File: src/hdl/flvic_pkg.sv
// Notes on behaviour
// - Global enable low suppresses all requests; high lets enabled sources request.
// - Comparator enable takes vector 33H; external 2 flag then never interrupts.
// - Priority is {high,low}: 11 highest, 10, 01, 00 lowest.
// - A lower level request never preempts a running routine.
// - Different pending levels: higher level is serviced first.
// - Equal level order: ext0 03H, t0 0BH, t1 1BH, serial 23H, 33H, 3BH.
// - External flags clear on vectoring only in edge mode; level follows pin.
// - Ext2 type 0 low level, 1 falling edge; polarity bit inverts both.
// - Ext2 flag set on active edge, cleared on service, software writable.
// - Timer overflow flag that caused the call is cleared on vectoring.
// - Serial request is receive OR transmit; neither is cleared here.
// - With comparator enabled, comparator flag drives 33H; ext2 flag kept.
// - PWM enable raises 3BH from its flag; top control bit is its low priority.
// - Software flag writes act like hardware updates in edge mode only; in level mode the pin overrides them.
// - Flags sampled at S5P2, polled next machine cycle, then call issued.
// - Call withheld while an equal or higher level routine runs.
// - Call issued only in the last machine cycle of the instruction.
// - After return or enable/priority write, one more instruction runs first; writes to the ext2 control register C0H set no guard.
// - Blocked requests are not remembered; each polling cycle starts fresh.
// - Shared ext2 high priority bit serves the comparator when it is enabled.
package flvic_pkg;

  // ----------------------------------------------------------------
  // Register offsets
  // ----------------------------------------------------------------
  localparam logic [7:0] ADDR_EXT0_CTRL  = 8'h88;
  localparam logic [7:0] ADDR_PRIO_HIGH  = 8'hB7;
  localparam logic [7:0] ADDR_PRIO_LOW   = 8'hB8;
  localparam logic [7:0] ADDR_EXT2_CTRL  = 8'hC0;
  localparam logic [7:0] ADDR_IRQ_ENABLE = 8'hE8;

  // ----------------------------------------------------------------
  // Reset values and implemented-bit masks
  // ----------------------------------------------------------------
  localparam logic [7:0] RST_PRIO_HIGH   = 8'h00;
  localparam logic [7:0] RST_PRIO_LOW    = 8'h00;
  localparam logic [7:0] RST_EXT2_CTRL   = 8'h00;
  localparam logic [7:0] RST_IRQ_ENABLE  = 8'h00;
  localparam logic [1:0] RST_EXT0_CTRL   = 2'h0;
  localparam logic [7:0] MASK_PRIO_HIGH  = 8'hDB;
  localparam logic [7:0] MASK_PRIO_LOW   = 8'h5B;
  localparam logic [7:0] MASK_EXT2_CTRL  = 8'h8F;
  localparam logic [7:0] MASK_IRQ_ENABLE = 8'hDB;

  // ----------------------------------------------------------------
  // Field positions
  // ----------------------------------------------------------------
  localparam int BIT_GLOBAL_EN  = 7;
  localparam int BIT_CMP_EN     = 6;
  localparam int BIT_SERIAL     = 4;
  localparam int BIT_TIMER1     = 3;
  localparam int BIT_TIMER0     = 1;
  localparam int BIT_EXT0       = 0;
  localparam int BIT_SHARED     = 6;
  localparam int BIT_PWM_PRIO   = 7;
  localparam int BIT_EXT2_PRIO  = 3;
  localparam int BIT_EXT2_EN    = 2;
  localparam int BIT_EXT2_FLAG  = 1;
  localparam int BIT_EXT2_TYPE  = 0;
  localparam int BIT_EXT0_FLAG  = 1;
  localparam int BIT_EXT0_TYPE  = 0;

  // ----------------------------------------------------------------
  // Sources, in polling order
  // ----------------------------------------------------------------
  localparam int         NUM_SRC  = 6;
  localparam logic [2:0] SRC_EXT0 = 3'h0;
  localparam logic [2:0] SRC_T0   = 3'h1;
  localparam logic [2:0] SRC_T1   = 3'h2;
  localparam logic [2:0] SRC_SER  = 3'h3;
  localparam logic [2:0] SRC_SHR  = 3'h4;
  localparam logic [2:0] SRC_PWM  = 3'h5;

  function automatic logic [7:0] flvic_vector(input logic [2:0] idx);
    case (idx)
      SRC_EXT0: flvic_vector = 8'h03;
      SRC_T0:   flvic_vector = 8'h0B;
      SRC_T1:   flvic_vector = 8'h1B;
      SRC_SER:  flvic_vector = 8'h23;
      SRC_SHR:  flvic_vector = 8'h33;
      SRC_PWM:  flvic_vector = 8'h3B;
      default:  flvic_vector = 8'h03;
    endcase
  endfunction

endpackage

File: src/hdl/flvic_arb_if.sv
`timescale 1ns/1ps
interface flvic_arb_if;
  logic [5:0]  req;
  logic [11:0] level;
  logic        valid;
  logic [2:0]  idx;
  logic [1:0]  win_level;

  modport arb (
    input  req,
    input  level,
    output valid,
    output idx,
    output win_level
  );
  modport ctl (
    output req,
    output level,
    input  valid,
    input  idx,
    input  win_level
  );
endinterface

File: src/hdl/flvic_arbiter.sv
`timescale 1ns/1ps
module flvic_arbiter (
  flvic_arb_if.arb a
);

  // Highest level first, then lowest index within the level
  always_comb begin
    logic found;
    found       = 1'b0;
    a.valid     = 1'b0;
    a.idx       = 3'h0;
    a.win_level = 2'h0;
    for (int l = 3; l >= 0; l--) begin
      for (int s = 0; s < 6; s++) begin
        if (!found && a.req[s] && (a.level[2*s +: 2] == 2'(l))) begin
          found       = 1'b1;
          a.valid     = 1'b1;
          a.idx       = 3'(s);
          a.win_level = 2'(l);
        end
      end
    end
  end

endmodule

File: src/hdl/flvic_top.sv
// Local design decision: strobed register access.
`timescale 1ns/1ps
module flvic_top (
  input  wire logic       clk_sys,
  input  wire logic       resetn,
  input  wire logic [7:0] reg_addr,
  input  wire logic [7:0] reg_wdata,
  input  wire logic       reg_wr,
  input  wire logic       reg_rd,
  output logic      [7:0] reg_rdata,
  input  wire logic       s5p2_strobe,
  input  wire logic       last_cycle,
  input  wire logic       reti_exec,
  input  wire logic       ext0_request_pin,
  input  wire logic       ext2_request_pin,
  input  wire logic       ext2_polarity_invert,
  input  wire logic       timer0_overflow_flag,
  input  wire logic       timer1_overflow_flag,
  input  wire logic       receive_done_flag,
  input  wire logic       transmit_done_flag,
  input  wire logic       comparator_event_flag,
  input  wire logic       pwm_timer_flag,
  input  wire logic       pwm_timer_irq_enable,
  output logic            irq_call,
  output logic      [7:0] irq_vector,
  output logic            timer0_flag_clear,
  output logic            timer1_flag_clear,
  output logic      [3:0] in_service
);

  // ----------------------------------------------------------------
  // State
  // ----------------------------------------------------------------
  typedef struct packed {
    logic [7:0]  ie;
    logic [7:0]  priority_low_bits;
    logic [7:0]  priority_high_bits;
    logic [7:0]  ext2_irq_control;
    logic [1:0]  ext0;
    logic        ext0_pin;
    logic        ext2_act;
    logic [5:0]  sample;
    logic [3:0]  active;
    logic        guard;
    logic        call;
    logic [7:0]  vector;
    logic        t0_clr;
    logic        t1_clr;
    logic [7:0]  rdata;
  } flvic_state_s;

  flvic_state_s st_q;
  flvic_state_s st_d;

  flvic_arb_if arb_if ();

  flvic_arbiter u_arb (
    .a (arb_if.arb)
  );

  // ----------------------------------------------------------------
  // Request and level forming
  // ----------------------------------------------------------------
  logic       cmp_en;
  logic       ext2_now;
  logic [5:0] req_raw;
  logic [5:0] lo_bits;
  logic [5:0] hi_bits;

  assign cmp_en = st_q.ie[flvic_pkg::BIT_CMP_EN];
  // Polarity swaps low/high level and falling/rising edge
  assign ext2_now = ext2_polarity_invert ? ext2_request_pin : ~ext2_request_pin;

  always_comb begin
    req_raw[flvic_pkg::SRC_EXT0] = st_q.ext0[flvic_pkg::BIT_EXT0_FLAG]
                                 & st_q.ie[flvic_pkg::BIT_EXT0];
    req_raw[flvic_pkg::SRC_T0]   = timer0_overflow_flag & st_q.ie[flvic_pkg::BIT_TIMER0];
    req_raw[flvic_pkg::SRC_T1]   = timer1_overflow_flag & st_q.ie[flvic_pkg::BIT_TIMER1];
    req_raw[flvic_pkg::SRC_SER]  = (receive_done_flag | transmit_done_flag)
                                 & st_q.ie[flvic_pkg::BIT_SERIAL];
    // Comparator owns the shared vector; ext2 enable is masked then
    req_raw[flvic_pkg::SRC_SHR]  = cmp_en ? comparator_event_flag
                                 : (st_q.ext2_irq_control[flvic_pkg::BIT_EXT2_FLAG]
                                    & st_q.ext2_irq_control[flvic_pkg::BIT_EXT2_EN]);
    req_raw[flvic_pkg::SRC_PWM]  = pwm_timer_flag & pwm_timer_irq_enable;
    if (!st_q.ie[flvic_pkg::BIT_GLOBAL_EN]) begin
      req_raw = 6'h00;
    end
  end

  always_comb begin
    lo_bits[0] = st_q.priority_low_bits[flvic_pkg::BIT_EXT0];
    lo_bits[1] = st_q.priority_low_bits[flvic_pkg::BIT_TIMER0];
    lo_bits[2] = st_q.priority_low_bits[flvic_pkg::BIT_TIMER1];
    lo_bits[3] = st_q.priority_low_bits[flvic_pkg::BIT_SERIAL];
    lo_bits[4] = cmp_en ? st_q.priority_low_bits[flvic_pkg::BIT_SHARED]
                        : st_q.ext2_irq_control[flvic_pkg::BIT_EXT2_PRIO];
    lo_bits[5] = st_q.ext2_irq_control[flvic_pkg::BIT_PWM_PRIO];
    hi_bits[0] = st_q.priority_high_bits[flvic_pkg::BIT_EXT0];
    hi_bits[1] = st_q.priority_high_bits[flvic_pkg::BIT_TIMER0];
    hi_bits[2] = st_q.priority_high_bits[flvic_pkg::BIT_TIMER1];
    hi_bits[3] = st_q.priority_high_bits[flvic_pkg::BIT_SERIAL];
    hi_bits[4] = st_q.priority_high_bits[flvic_pkg::BIT_SHARED];
    hi_bits[5] = st_q.priority_high_bits[flvic_pkg::BIT_PWM_PRIO];
    for (int s = 0; s < 6; s++) begin
      arb_if.level[2*s +: 2] = {hi_bits[s], lo_bits[s]};
    end
  end

  // Arbitration runs on last cycle's samples, not on live flags
  assign arb_if.req = st_q.sample;

  // ----------------------------------------------------------------
  // In-service level tracking
  // ----------------------------------------------------------------
  function automatic logic [3:0] flvic_top_level(input logic [3:0] act);
    flvic_top_level = 4'h0;
    for (int l = 0; l < 4; l++) begin
      if (act[l]) begin
        flvic_top_level = 4'h1 << l;
      end
    end
  endfunction

  logic [3:0] cur_top;
  logic       level_ok;
  logic       take;
  logic       prio_write;

  assign cur_top  = flvic_top_level(st_q.active);
  // Winner must be strictly above every running level
  assign level_ok = ((4'h1 << arb_if.win_level) > cur_top);
  assign take     = s5p2_strobe & arb_if.valid & level_ok
                  & last_cycle & ~st_q.guard;
  assign prio_write = reg_wr & ((reg_addr == flvic_pkg::ADDR_IRQ_ENABLE)
                  | (reg_addr == flvic_pkg::ADDR_PRIO_LOW)
                  | (reg_addr == flvic_pkg::ADDR_PRIO_HIGH));

  // ----------------------------------------------------------------
  // Next state
  // ----------------------------------------------------------------
  always_comb begin
    st_d        = st_q;
    st_d.call   = 1'b0;
    st_d.t0_clr = 1'b0;
    st_d.t1_clr = 1'b0;
    st_d.rdata  = 8'h00;

    // Register writes, software flag writes included
    if (reg_wr) begin
      case (reg_addr)
        flvic_pkg::ADDR_IRQ_ENABLE: st_d.ie    = reg_wdata & flvic_pkg::MASK_IRQ_ENABLE;
        flvic_pkg::ADDR_PRIO_LOW:   st_d.priority_low_bits   = reg_wdata & flvic_pkg::MASK_PRIO_LOW;
        flvic_pkg::ADDR_PRIO_HIGH:  st_d.priority_high_bits   = reg_wdata & flvic_pkg::MASK_PRIO_HIGH;
        flvic_pkg::ADDR_EXT2_CTRL:  st_d.ext2_irq_control = reg_wdata & flvic_pkg::MASK_EXT2_CTRL;
        flvic_pkg::ADDR_EXT0_CTRL:  st_d.ext0  = reg_wdata[1:0];
        default: begin
        end
      endcase
    end

    // Vectoring clears edge flags; hardware edge set below wins over it
    if (take) begin
      st_d.call   = 1'b1;
      st_d.vector = flvic_pkg::flvic_vector(arb_if.idx);
      st_d.active = st_q.active | (4'h1 << arb_if.win_level);
      case (arb_if.idx)
        flvic_pkg::SRC_EXT0: begin
          if (st_q.ext0[flvic_pkg::BIT_EXT0_TYPE]) begin
            st_d.ext0[flvic_pkg::BIT_EXT0_FLAG] = 1'b0;
          end
        end
        flvic_pkg::SRC_T0: st_d.t0_clr = 1'b1;
        flvic_pkg::SRC_T1: st_d.t1_clr = 1'b1;
        flvic_pkg::SRC_SHR: begin
          if (!cmp_en && st_q.ext2_irq_control[flvic_pkg::BIT_EXT2_TYPE]) begin
            st_d.ext2_irq_control[flvic_pkg::BIT_EXT2_FLAG] = 1'b0;
          end
        end
        default: begin
        end
      endcase
    end else if (reti_exec) begin
      st_d.active = st_q.active & ~cur_top;
    end

    // External 0: active low pin
    if (st_q.ext0[flvic_pkg::BIT_EXT0_TYPE]) begin
      if (st_q.ext0_pin && !ext0_request_pin) begin
        st_d.ext0[flvic_pkg::BIT_EXT0_FLAG] = 1'b1;
      end
    end else begin
      st_d.ext0[flvic_pkg::BIT_EXT0_FLAG] = ~ext0_request_pin;
    end
    st_d.ext0_pin = ext0_request_pin;

    // External 2 keeps updating its flag even when the comparator owns 33H
    if (st_q.ext2_irq_control[flvic_pkg::BIT_EXT2_TYPE]) begin
      if (!st_q.ext2_act && ext2_now) begin
        st_d.ext2_irq_control[flvic_pkg::BIT_EXT2_FLAG] = 1'b1;
      end
    end else begin
      st_d.ext2_irq_control[flvic_pkg::BIT_EXT2_FLAG] = ext2_now;
    end
    st_d.ext2_act = ext2_now;

    // Fresh samples every machine cycle; nothing held over
    if (s5p2_strobe) begin
      st_d.sample = req_raw;
    end

    // Guard spans the instruction holding a return or a write to the enable, low or high priority register
    if (s5p2_strobe && last_cycle) begin
      st_d.guard = 1'b0;
    end
    if (reti_exec || prio_write) begin
      st_d.guard = 1'b1;
    end

    if (reg_rd) begin
      case (reg_addr)
        flvic_pkg::ADDR_IRQ_ENABLE: st_d.rdata = st_q.ie;
        flvic_pkg::ADDR_PRIO_LOW:   st_d.rdata = st_q.priority_low_bits;
        flvic_pkg::ADDR_PRIO_HIGH:  st_d.rdata = st_q.priority_high_bits;
        flvic_pkg::ADDR_EXT2_CTRL:  st_d.rdata = st_q.ext2_irq_control;
        flvic_pkg::ADDR_EXT0_CTRL:  st_d.rdata = {6'h00, st_q.ext0};
        default:                    st_d.rdata = 8'h00;
      endcase
    end
  end

  // ----------------------------------------------------------------
  // Registers
  // ----------------------------------------------------------------
  always_ff @(posedge clk_sys or negedge resetn) begin
    if (!resetn) begin
      st_q          <= '0;
      st_q.ie       <= flvic_pkg::RST_IRQ_ENABLE;
      st_q.priority_low_bits      <= flvic_pkg::RST_PRIO_LOW;
      st_q.priority_high_bits      <= flvic_pkg::RST_PRIO_HIGH;
      st_q.ext2_irq_control    <= flvic_pkg::RST_EXT2_CTRL;
      st_q.ext0     <= flvic_pkg::RST_EXT0_CTRL;
      st_q.ext0_pin <= 1'b1;
    end else begin
      st_q <= st_d;
    end
  end

  assign reg_rdata         = st_q.rdata;
  assign irq_call          = st_q.call;
  assign irq_vector        = st_q.vector;
  assign timer0_flag_clear = st_q.t0_clr;
  assign timer1_flag_clear = st_q.t1_clr;
  assign in_service        = st_q.active;

endmodule

File: config.mk
export PLATFORM = sky130hd
export DESIGN_NAME = flvic_top
export DESIGN_NICKNAME = d
export VERILOG_FILES = /design/src/hdl/flvic_pkg.sv /design/src/hdl/flvic_arb_if.sv /design/src/hdl/flvic_arbiter.sv /design/src/hdl/flvic_top.sv
export SDC_FILE = /design/constraint.sdc
export NUM_CORES = 1
export LEC_CHECK = 0
export BUFFER_PORTS_ARGS = -buffer_cell sky130_fd_sc_hd__buf_2
export CAP_MARGIN = 20
export CORE_ASPECT_RATIO = 1.5
export CORE_MARGIN = 1
export CORE_UTILIZATION = 50
export DETAILED_ROUTE_END_ITERATION = 7
export PLACE_DENSITY = 0.84
export SETUP_SLACK_MARGIN = 0.1
export SYNTH_ARGS = -nofsm -noshare
export SYNTH_HDL_FRONTEND = slang
export SYNTH_SLANG_ARGS = --single-unit
File: constraint.sdc
create_clock -name clk_sys -period 3.4 [get_ports clk_sys]
set_clock_uncertainty 0.2 [all_clocks]
set_input_delay 1.02 -clock clk_sys [delete_from_list [all_inputs] [get_ports clk_sys]]
set_output_delay 1.02 -clock clk_sys [all_outputs]
set_load 0.005 [all_outputs]
# [Yosys cells after proc, flatten, opt, wreduce, memory -nomap -nowiden]
# Index checks and enable logic that the tools add are counted.
[totals] in_bits=33 out_inout_bits=23 wordCells=260 register_bits=56
[op_classes] n_reduce_logical=92 n_mux=101 n_shift=1 bitwise=20 n_eq_ne=28 magnitude_cmp=1
[op_table] op="3-bit 2-to-1 mux" n=20
[op_table] op="2-bit 2-to-1 mux" n=28
[op_table] op="1-bit logical AND" n=51
[op_table] op="1-bit 2-to-1 mux" n=42
[op_table] op="8-bit == test, second input constant" n=5
[op_table] op="8-bit one-hot mux with 5 select lines" n=1
[op_table] op="6-bit one-hot mux with 5 select lines" n=1
[op_table] op="1-bit logical NOT" n=26
[op_table] op="2-bit == test, second input constant" n=12
[op_table] op="4-bit 2-to-1 mux" n=6
[op_table] op="2-bit by 1-bit == test with 1-bit output, second input constant" n=6
[op_table] op="2-bit logical NOT" n=6
[op_table] op="1-bit bitwise AND" n=11
[op_table] op="11-bit 2-to-1 mux" n=1
[op_table] op="2-bit AND reduction" n=5
[op_table] op="8-bit 2-to-1 mux" n=1
[op_table] op="3-bit by 2-bit == test with 1-bit output, second input constant" n=2
[op_table] op="3-bit == test, second input constant" n=2
[op_table] op="6-bit 2-to-1 mux" n=1
[op_table] op="4-bit bitwise AND" n=1
[op_table] op="4-bit > comparator" n=1
[op_table] op="4-bit inverter" n=1
[op_table] op="4-bit bitwise OR" n=1
[op_table] op="2-bit nonzero test" n=2
[op_table] op="6 further kinds" n=10

# [Longest topological paths before layout]
# Gate-level depths: netlist (run 1).
[logic_depth] depth_word=103 depth_mapped=15 depth_no_buf=14

# [Hierarchy]
# A second synthesis (run 1) with hierarchy kept.
[unflattened] cells_unflattened=321 area_unflattened_um2=3230.6
[by_module_without_submodules] module="flvic_top" cells_per_inst=244 instances=1 area_each_um2=2723.9 seq_area_each_um2=1277.5
[by_module_without_submodules] module="flvic_arbiter" cells_per_inst=77 instances=1 area_each_um2=506.7 seq_area_each_um2=0.0

# [Worst setup path after synthesis (run 1)]
# OpenSTA, ideal clock, no wires.
[synth_timing] kind="register to register" startpoint="register st_q, in the netlist cmp_en" endpoint="register st_q[33] (netlist name)" t_required_ns=3.058 stages_incl_launch_ff=14 n_path_buf=0 t_arrival_ns=3.110 synth_period_minus_slack_ns=3.453 setup_ns=0.142 path_slack_ns=-0.053 cell_sequence="dfrtp_1 -> mux2i_4 -> o21ai_2 -> nor4_1 -> nand2_1 -> and2_1 -> ha_1 -> nor2b_1 -> a311o_1 -> a21oi_1 -> o41ai_4 -> a211oi_2 -> and2_4 -> a31oi_1"
[synth_rtl] item="start, declared" line_no="flvic_top.sv:52" text="flvic_state_s st_q;"
[synth_rtl] item="start signal, assigned" line_no="flvic_top.sv:245" text="st_q <= st_d;"

==> results of run 1 <==
## Yosys cell counts, drive strengths merged (3+ instances only)
cell type,instances
a21oi,13
a221oi,3
a222oi,5
a22oi,4
a31oi,5
and2,5
and3,6
buf,22
clkbuf,3
dfrtp,50
ha,5
inv,16
mux2,24
nand2,32
nand2b,7
nand3,6
nand3b,4
nand4,5
nor2,14
nor2b,8
nor3,4
nor3b,4
nor4,4
o2111ai,4
o21ai,15
or4,3
## critical path: stages (launching register included)
cell,delay (ns)
dfrtp_1,0.41
mux2i_4,0.38
o21ai_4,0.12
nor4_4,0.33
nand2_2,0.13
a31oi_2,0.21
ha_1,0.27
a311o_1,0.32
a21oi_2,0.17
o41ai_4,0.14
a211oi_2,0.21
and2_4,0.20
a31oi_2,0.09
## stage by stage
stage	setup TNS (ns)	setup slack, ns	cells
5_1_grt	-0.265	-0.0687	444
2_1_floorplan	0	0.138	310
4_1_cts	0	0.0639	441
6_report	0	0.0692	444
3_3_place_gp	0	0.0620	425
3_5_place_dp	-0.0639	-0.0578	425
## routing by layer
metal / track usage / part of all wire / vias to the layer above
met3: 0.0317 / 0.038 / 47
met2: 0.472 / 0.52 / 104
met1: 0.309 / 0.37 / 1322
met5: 0 / 0 / -
met4: 0.181 / 0.068 / 0
li1: - / - / 1239
## sequential cells by signal (all words and copies together), names as in the netlist
name	count
st_q	15
cmp_en	1
timer1_flag_clear	1
irq_call	1
in_service	4
irq_vector	4
arb_if.req	6
reg_rdata	7
arb_if.level	11
timer0_flag_clear	1
## worst paths after layout
| kind | start | endpoint | slack (ns) |
|---|---|---|---|
| max | cmp_en | st_q[33] | 0.07 |
| min | irq_vector[3] | irq_vector[3] | 0.29 |
| max reg2reg | cmp_en | st_q[33] | 0.07 |
| min reg2reg | irq_vector[3] | irq_vector[3] | 0.29 |
| max in group asynchronous | resetn | arb_if.req[5] | 1.68 |
| min in group asynchronous | resetn | irq_call | 0.67 |
## where the power goes
part | internal [mW] | switching (mW)
Sequential | 0.629 | 0.0249
Combinational | 0.0520 | 0.0559
Clock | 0.216 | 0.202
Total | 0.897 | 0.282
## area by class of cell
class / instances / share of cell area
clock buffers: 6 / 0.0196
well taps: 72 / 0.0243
clock inverters: 1 / 0.00811
inverters: 16 / 0.0169
repair buffers: 80 / 0.131
multi-input cells: 218 / 0.455
flip-flops and latches: 51 / 0.345
## timing repair
item | CTS | global route
cloned | 0 | 0
hold endpoints to repair | 0 | 0
hold buffers | 0 | 0
gates resized for setup | 16 | 15
pin swaps | 13 | 10
setup endpoints to repair | 8 | 11
setup buffers | 9 | 4
## cells by family after synthesis
kind of cell / count (synthesis) / synth area share
muxes: 25 / 0.0966
adders and majority gates: 5 / 0.0206
other: 1 / 0.00124
and+or+nand+nor: 111 / 0.199
AOI/OAI and AO/OA: 70 / 0.176
xor gates and xnor gates: 3 / 0.00867
DFF: 51 / 0.422
buffers and inverters: 41 / 0.0764
==> impl_metrics.json, run 1 <==
{
  "die_h_um": 97.4,
  "p_leak_nw": 1.80,
  "p_per_area_nw_per_um2": 318,
  "dieWidth_um": 65.6,
  "worst_pin_slew_ns": 0.975,
  "hold_ws_ns": 0.287,
  "cts_made_buffers": 5,
  "ys_top_cells_by_area": "dfrtp_1 (41%), mux2_2 (8.9%), buf_4 (5.0%), nand2_1 (4.0%), a21oi_1 (2.1%)",
  "fin_nets": 410,
  "gp_congestion": 0.977,
  "whs_path_depth": 2,
  "areaGrowthSynthToFinish_pct": 22.2,
  "grt.total_usage": 0.275,
  "fmax_ghz": 0.300,
  "fin_crit_ns": 3.33,
  "cap_violations": 0,
  "fin_crit_sh": 0.980,
  "worst_setup_path_start_kind": "flop",
  "grt_max_degree": 44,
  "ant_nets": 0,
  "synth_seq_cells": 51,
  "total_power_mw": 1.18,
  "synth_area_per_cell_um2": 9.87,
  "drt_drc_violations_left": 0,
  "clk_latency_ns": 0.30,
  "seq_area_um2": 1280,
  "grt_pass1_vias": 2795,
  "synthDistinctLibCells": 61,
  "rows": 34,
  "drt_pass1_iterations": 5,
  "final_common_cell": "buf_2",
  "cts_tree": "built",
  "fillers": 490,
  "avgRoutedWirePerCell_um": 18.4,
  "drt_iter0_markers": 148,
  "most-common-layout-cells": "buf_2 (51), dfrtp_1 (50), nand2_1 (27)",
  "via_per_inst": 6.11,
  "placed_cell_area_um2": 3360,
  "yosysWarnings": 0,
  "clkSinkCount": 51,
  "initial_core_util": 0.520,
  "vias": 2712,
  "clock_path_buffers": 2,
  "design_area_um2": 3700,
  "synth-async-reset-ratio": 1.00,
  "grt_pass1_wl_um": 13400,
  "min_path_type": "reg2reg",
  "die_area_um2": 6380,
  "seq_area_frac_synth": 0.422,
  "critPathKind": "reg2reg",
  "antenna_found_initial": 0,
  "yosysTopAreaCell": "dfrtp_1",
  "cts_root_buf": "clkbuf_8",
  "rr_worst_depth": 12,
  "drv_slew": 0,
  "synth_area_um2": 3030,
  "worst_setup_path_end_kind": "flop",
  "ios": 56,
  "fp.coreArea_um2": 5830,
  "finalSetupViolations": 0,
  "dpl.hpwl_um": 5940,
  "multi_input_area_um2": 1690,
  "outcome": "finished, final reports clean",
  "cp_data_required_time_ns": 3.36,
  "rsz0062_at_grt": "true",
  "drive_above_1_share": 0.392,
  "routed_wl_um": 8180,
  "worstPathMaxFanout": 5,
  "hold_violations": 0,
  "clk_pin_slew_ns": 0.09,
  "numPortBuffers": 50,
  "synth_top_area_share": 0.413,
  "ir_drop_mv": 0.247,
  "syn_inst": 307,
  "worstPathArrival_ns": 3.30,
  "overflow": 0,
  "synth-edff-count": 0,
  "synthFlopType": "dfrtp_1",
  "relSlewSlack": 0.350,
  "htreeDepth": 2,
  "utilization": 0.635,
  "diodes": 0
}
No activity file was read; power rests on OpenSTA's default activity.
==> inputs of run 2 (changes only) <==
Settings changed: CORE_UTILIZATION 50 to 52, CTS_BUF_LIST from default to sky130_fd_sc_hd__clkbuf_4 sky130_fd_sc_hd__clkbuf_8, PLACE_DENSITY 0.84 to 0.86.
==> run 2 against run 1 <==
  * Global-route usage shrank 0.61 points
  * Sequential power barely moved
  * Total power fell by 0.13%
  * First-iteration DRC count down 4.1%
  * Wire length decreased by 1.9%
  * Critical endpoint unchanged
  * Flip-flop and latch count unchanged
  * Register-to-register slack lost 0.05 ns
  * Utilization rose by 4.0 points
  * Via count down 1.4%
  * Cell count increased by 0.23%
  * Clock-buffer cell count unchanged
  * Critical path depth is 2 higher
  * Largest cell class unchanged
==> impl_metrics.json, run 2 (synthesis results as in run 1) <==
{
  "outcome": "finished, final reports clean",
  "drt_pass1_iterations": 5,
  "diodes": 0,
  "most-common-layout-cells": "dfrtp_1 (50), buf_2 (50), nand2_1 (29)",
  "cts_made_buffers": 5,
  "ios": 56,
  "routed_wl_um": 8020,
  "gp_congestion": 0.937,
  "worst_setup_path_start_kind": "flop",
  "drv_slew": 0,
  "final_cells": 445,
  "ir_drop_mv": 0.287,
  "cap_violations": 0,
  "drive_above_1_share": 0.389,
  "fin_nets": 413,
  "worst_pin_slew_ns": 0.775,
  "clk_pin_slew_ns": 0.09,
  "hold_violations": 0,
  "hold_ws_ns": 0.297,
  "worstPathMaxFanout": 8,
  "critPathKind": "reg2reg",
  "worstPathArrival_ns": 3.35,
  "grt_pass1_vias": 2640,
  "via_per_inst": 6.01,
  "areaGrowthSynthToFinish_pct": 23.4,
  "p_leak_nw": 1.84,
  "design_area_um2": 3740,
  "worst_setup_path_end_kind": "flop",
  "die_area_um2": 6140,
  "numPortBuffers": 50,
  "avgRoutedWirePerCell_um": 18.0,
  "fin_crit_sh": 0.995,
  "clock_path_buffers": 2,
  "cp_data_required_time_ns": 3.37,
  "htreeDepth": 2,
  "fmax_ghz": 0.296,
  "finalSetupViolations": 0,
  "dpl.hpwl_um": 5840,
  "placed_cell_area_um2": 3370,
  "total_power_mw": 1.18,
  "grt_max_degree": 52,
  "rows": 33,
  "fp.coreArea_um2": 5530,
  "overflow": 0,
  "drt_iter0_markers": 142,
  "antenna_found_initial": 0,
  "regMostFlops": "st_q",
  "grt.total_usage": 0.268,
  "fin_crit_ns": 3.38,
  "dieWidth_um": 64.3,
  "p_per_area_nw_per_um2": 315,
  "numPlacedInstances": 423,
  "relSlewSlack": 0.479,
  "min_path_type": "reg2reg",
  "clk_latency_ns": 0.30,
  "drt_drc_violations_left": 0,
  "vias": 2675,
  "clkSinkCount": 51,
  "ant_nets": 0,
  "cts_root_buf": "clkbuf_8",
  "initial_core_util": 0.548,
  "grt_pass1_wl_um": 12400,
  "rsz0062_at_grt": "true",
  "largest_register_ffs": 15,
  "die_h_um": 95.5,
  "cts_tree": "built"
}
-- run 2: changes by cell type in the layout (fill, tap and decap cells not counted), sizes merged --
| cell | previous run | this run |
|---|---|---|
| buf | 80 | 83 |
-- run 2: worst paths after layout --
check	slack, ns	to	cells after the start	start
setup reg to reg	0.02	st_q[33]	14	cmp_en
hold / removal	0.30	irq_vector[1]	1	irq_vector[1]
hold reg to reg	0.30	irq_vector[1]	1	irq_vector[1]
setup / recovery	0.02	st_q[33]	14	cmp_en
max in group asynchronous	2.22	st_q[31]	2	resetn
min in group asynchronous	0.49	irq_call	2	resetn
-- run 2: critical path, stage by stage (launching register included) --
cell and delay [ns]:
dfrtp_1 0.41, mux2i_4 0.40, buf_6 0.16, a21boi_4 0.05
o2111a_2 0.20, a31oi_4 0.19, and2_4 0.19, ha_4 0.19
nor2b_4 0.12, a311o_1 0.31, a21oi_2 0.18, o41ai_4 0.13
a211oi_2 0.21, and2_4 0.21, a31oi_1 0.08
-- run 2: layout make-up --
class,instances,area [µm²]
clock inverters,1,30.0
flip-flops and latches,51,1280
inverters,16,62.6
repair buffers,83,533
fillers,442,1790
clock buffers,6,76.3
multi-input cells,218,1670
well taps,70,87.6
-- run 2: report_power, final --
group          internal, mW  leakage, nW  switching (mW)
logic                0.0539         1.10          0.0552
registers             0.629        0.685          0.0244
clock network         0.224       0.0547           0.192
total                 0.906         1.84           0.271
-- run 2: per-layer routing --
| metal | track usage | vias up | share of wire |
|---|---|---|---|
| met5 | 0 | - | 0 |
| met2 | 0.482 | 106 | 0.54 |
| met1 | 0.282 | 1291 | 0.35 |
| li1 | - | 1248 | - |
| met4 | 0.187 | 0 | 0.056 |
| met3 | 0.0443 | 30 | 0.051 |
-- run 2: timing repair --
| action | 4_1_cts | 5_1_grt |
|---|---|---|
| resized for setup | 12 | 21 |
| setup endpoints to repair | 9 | 13 |
| hold buffers | 0 | 0 |
| pin swaps | 17 | 15 |
| buffers inserted | 11 | 5 |
-- run 2: through the flow --
step	setup TNS [ns]	utilization	worst slack (ns)
finish	0	0.676	0.0178
detailed placement	0	0.609	0.000590
CTS	0	0.653	0.00704
global route	-0.818	0.676	-0.145
floorplan	0	-	0.138
global placement	0	0.609	0.00892
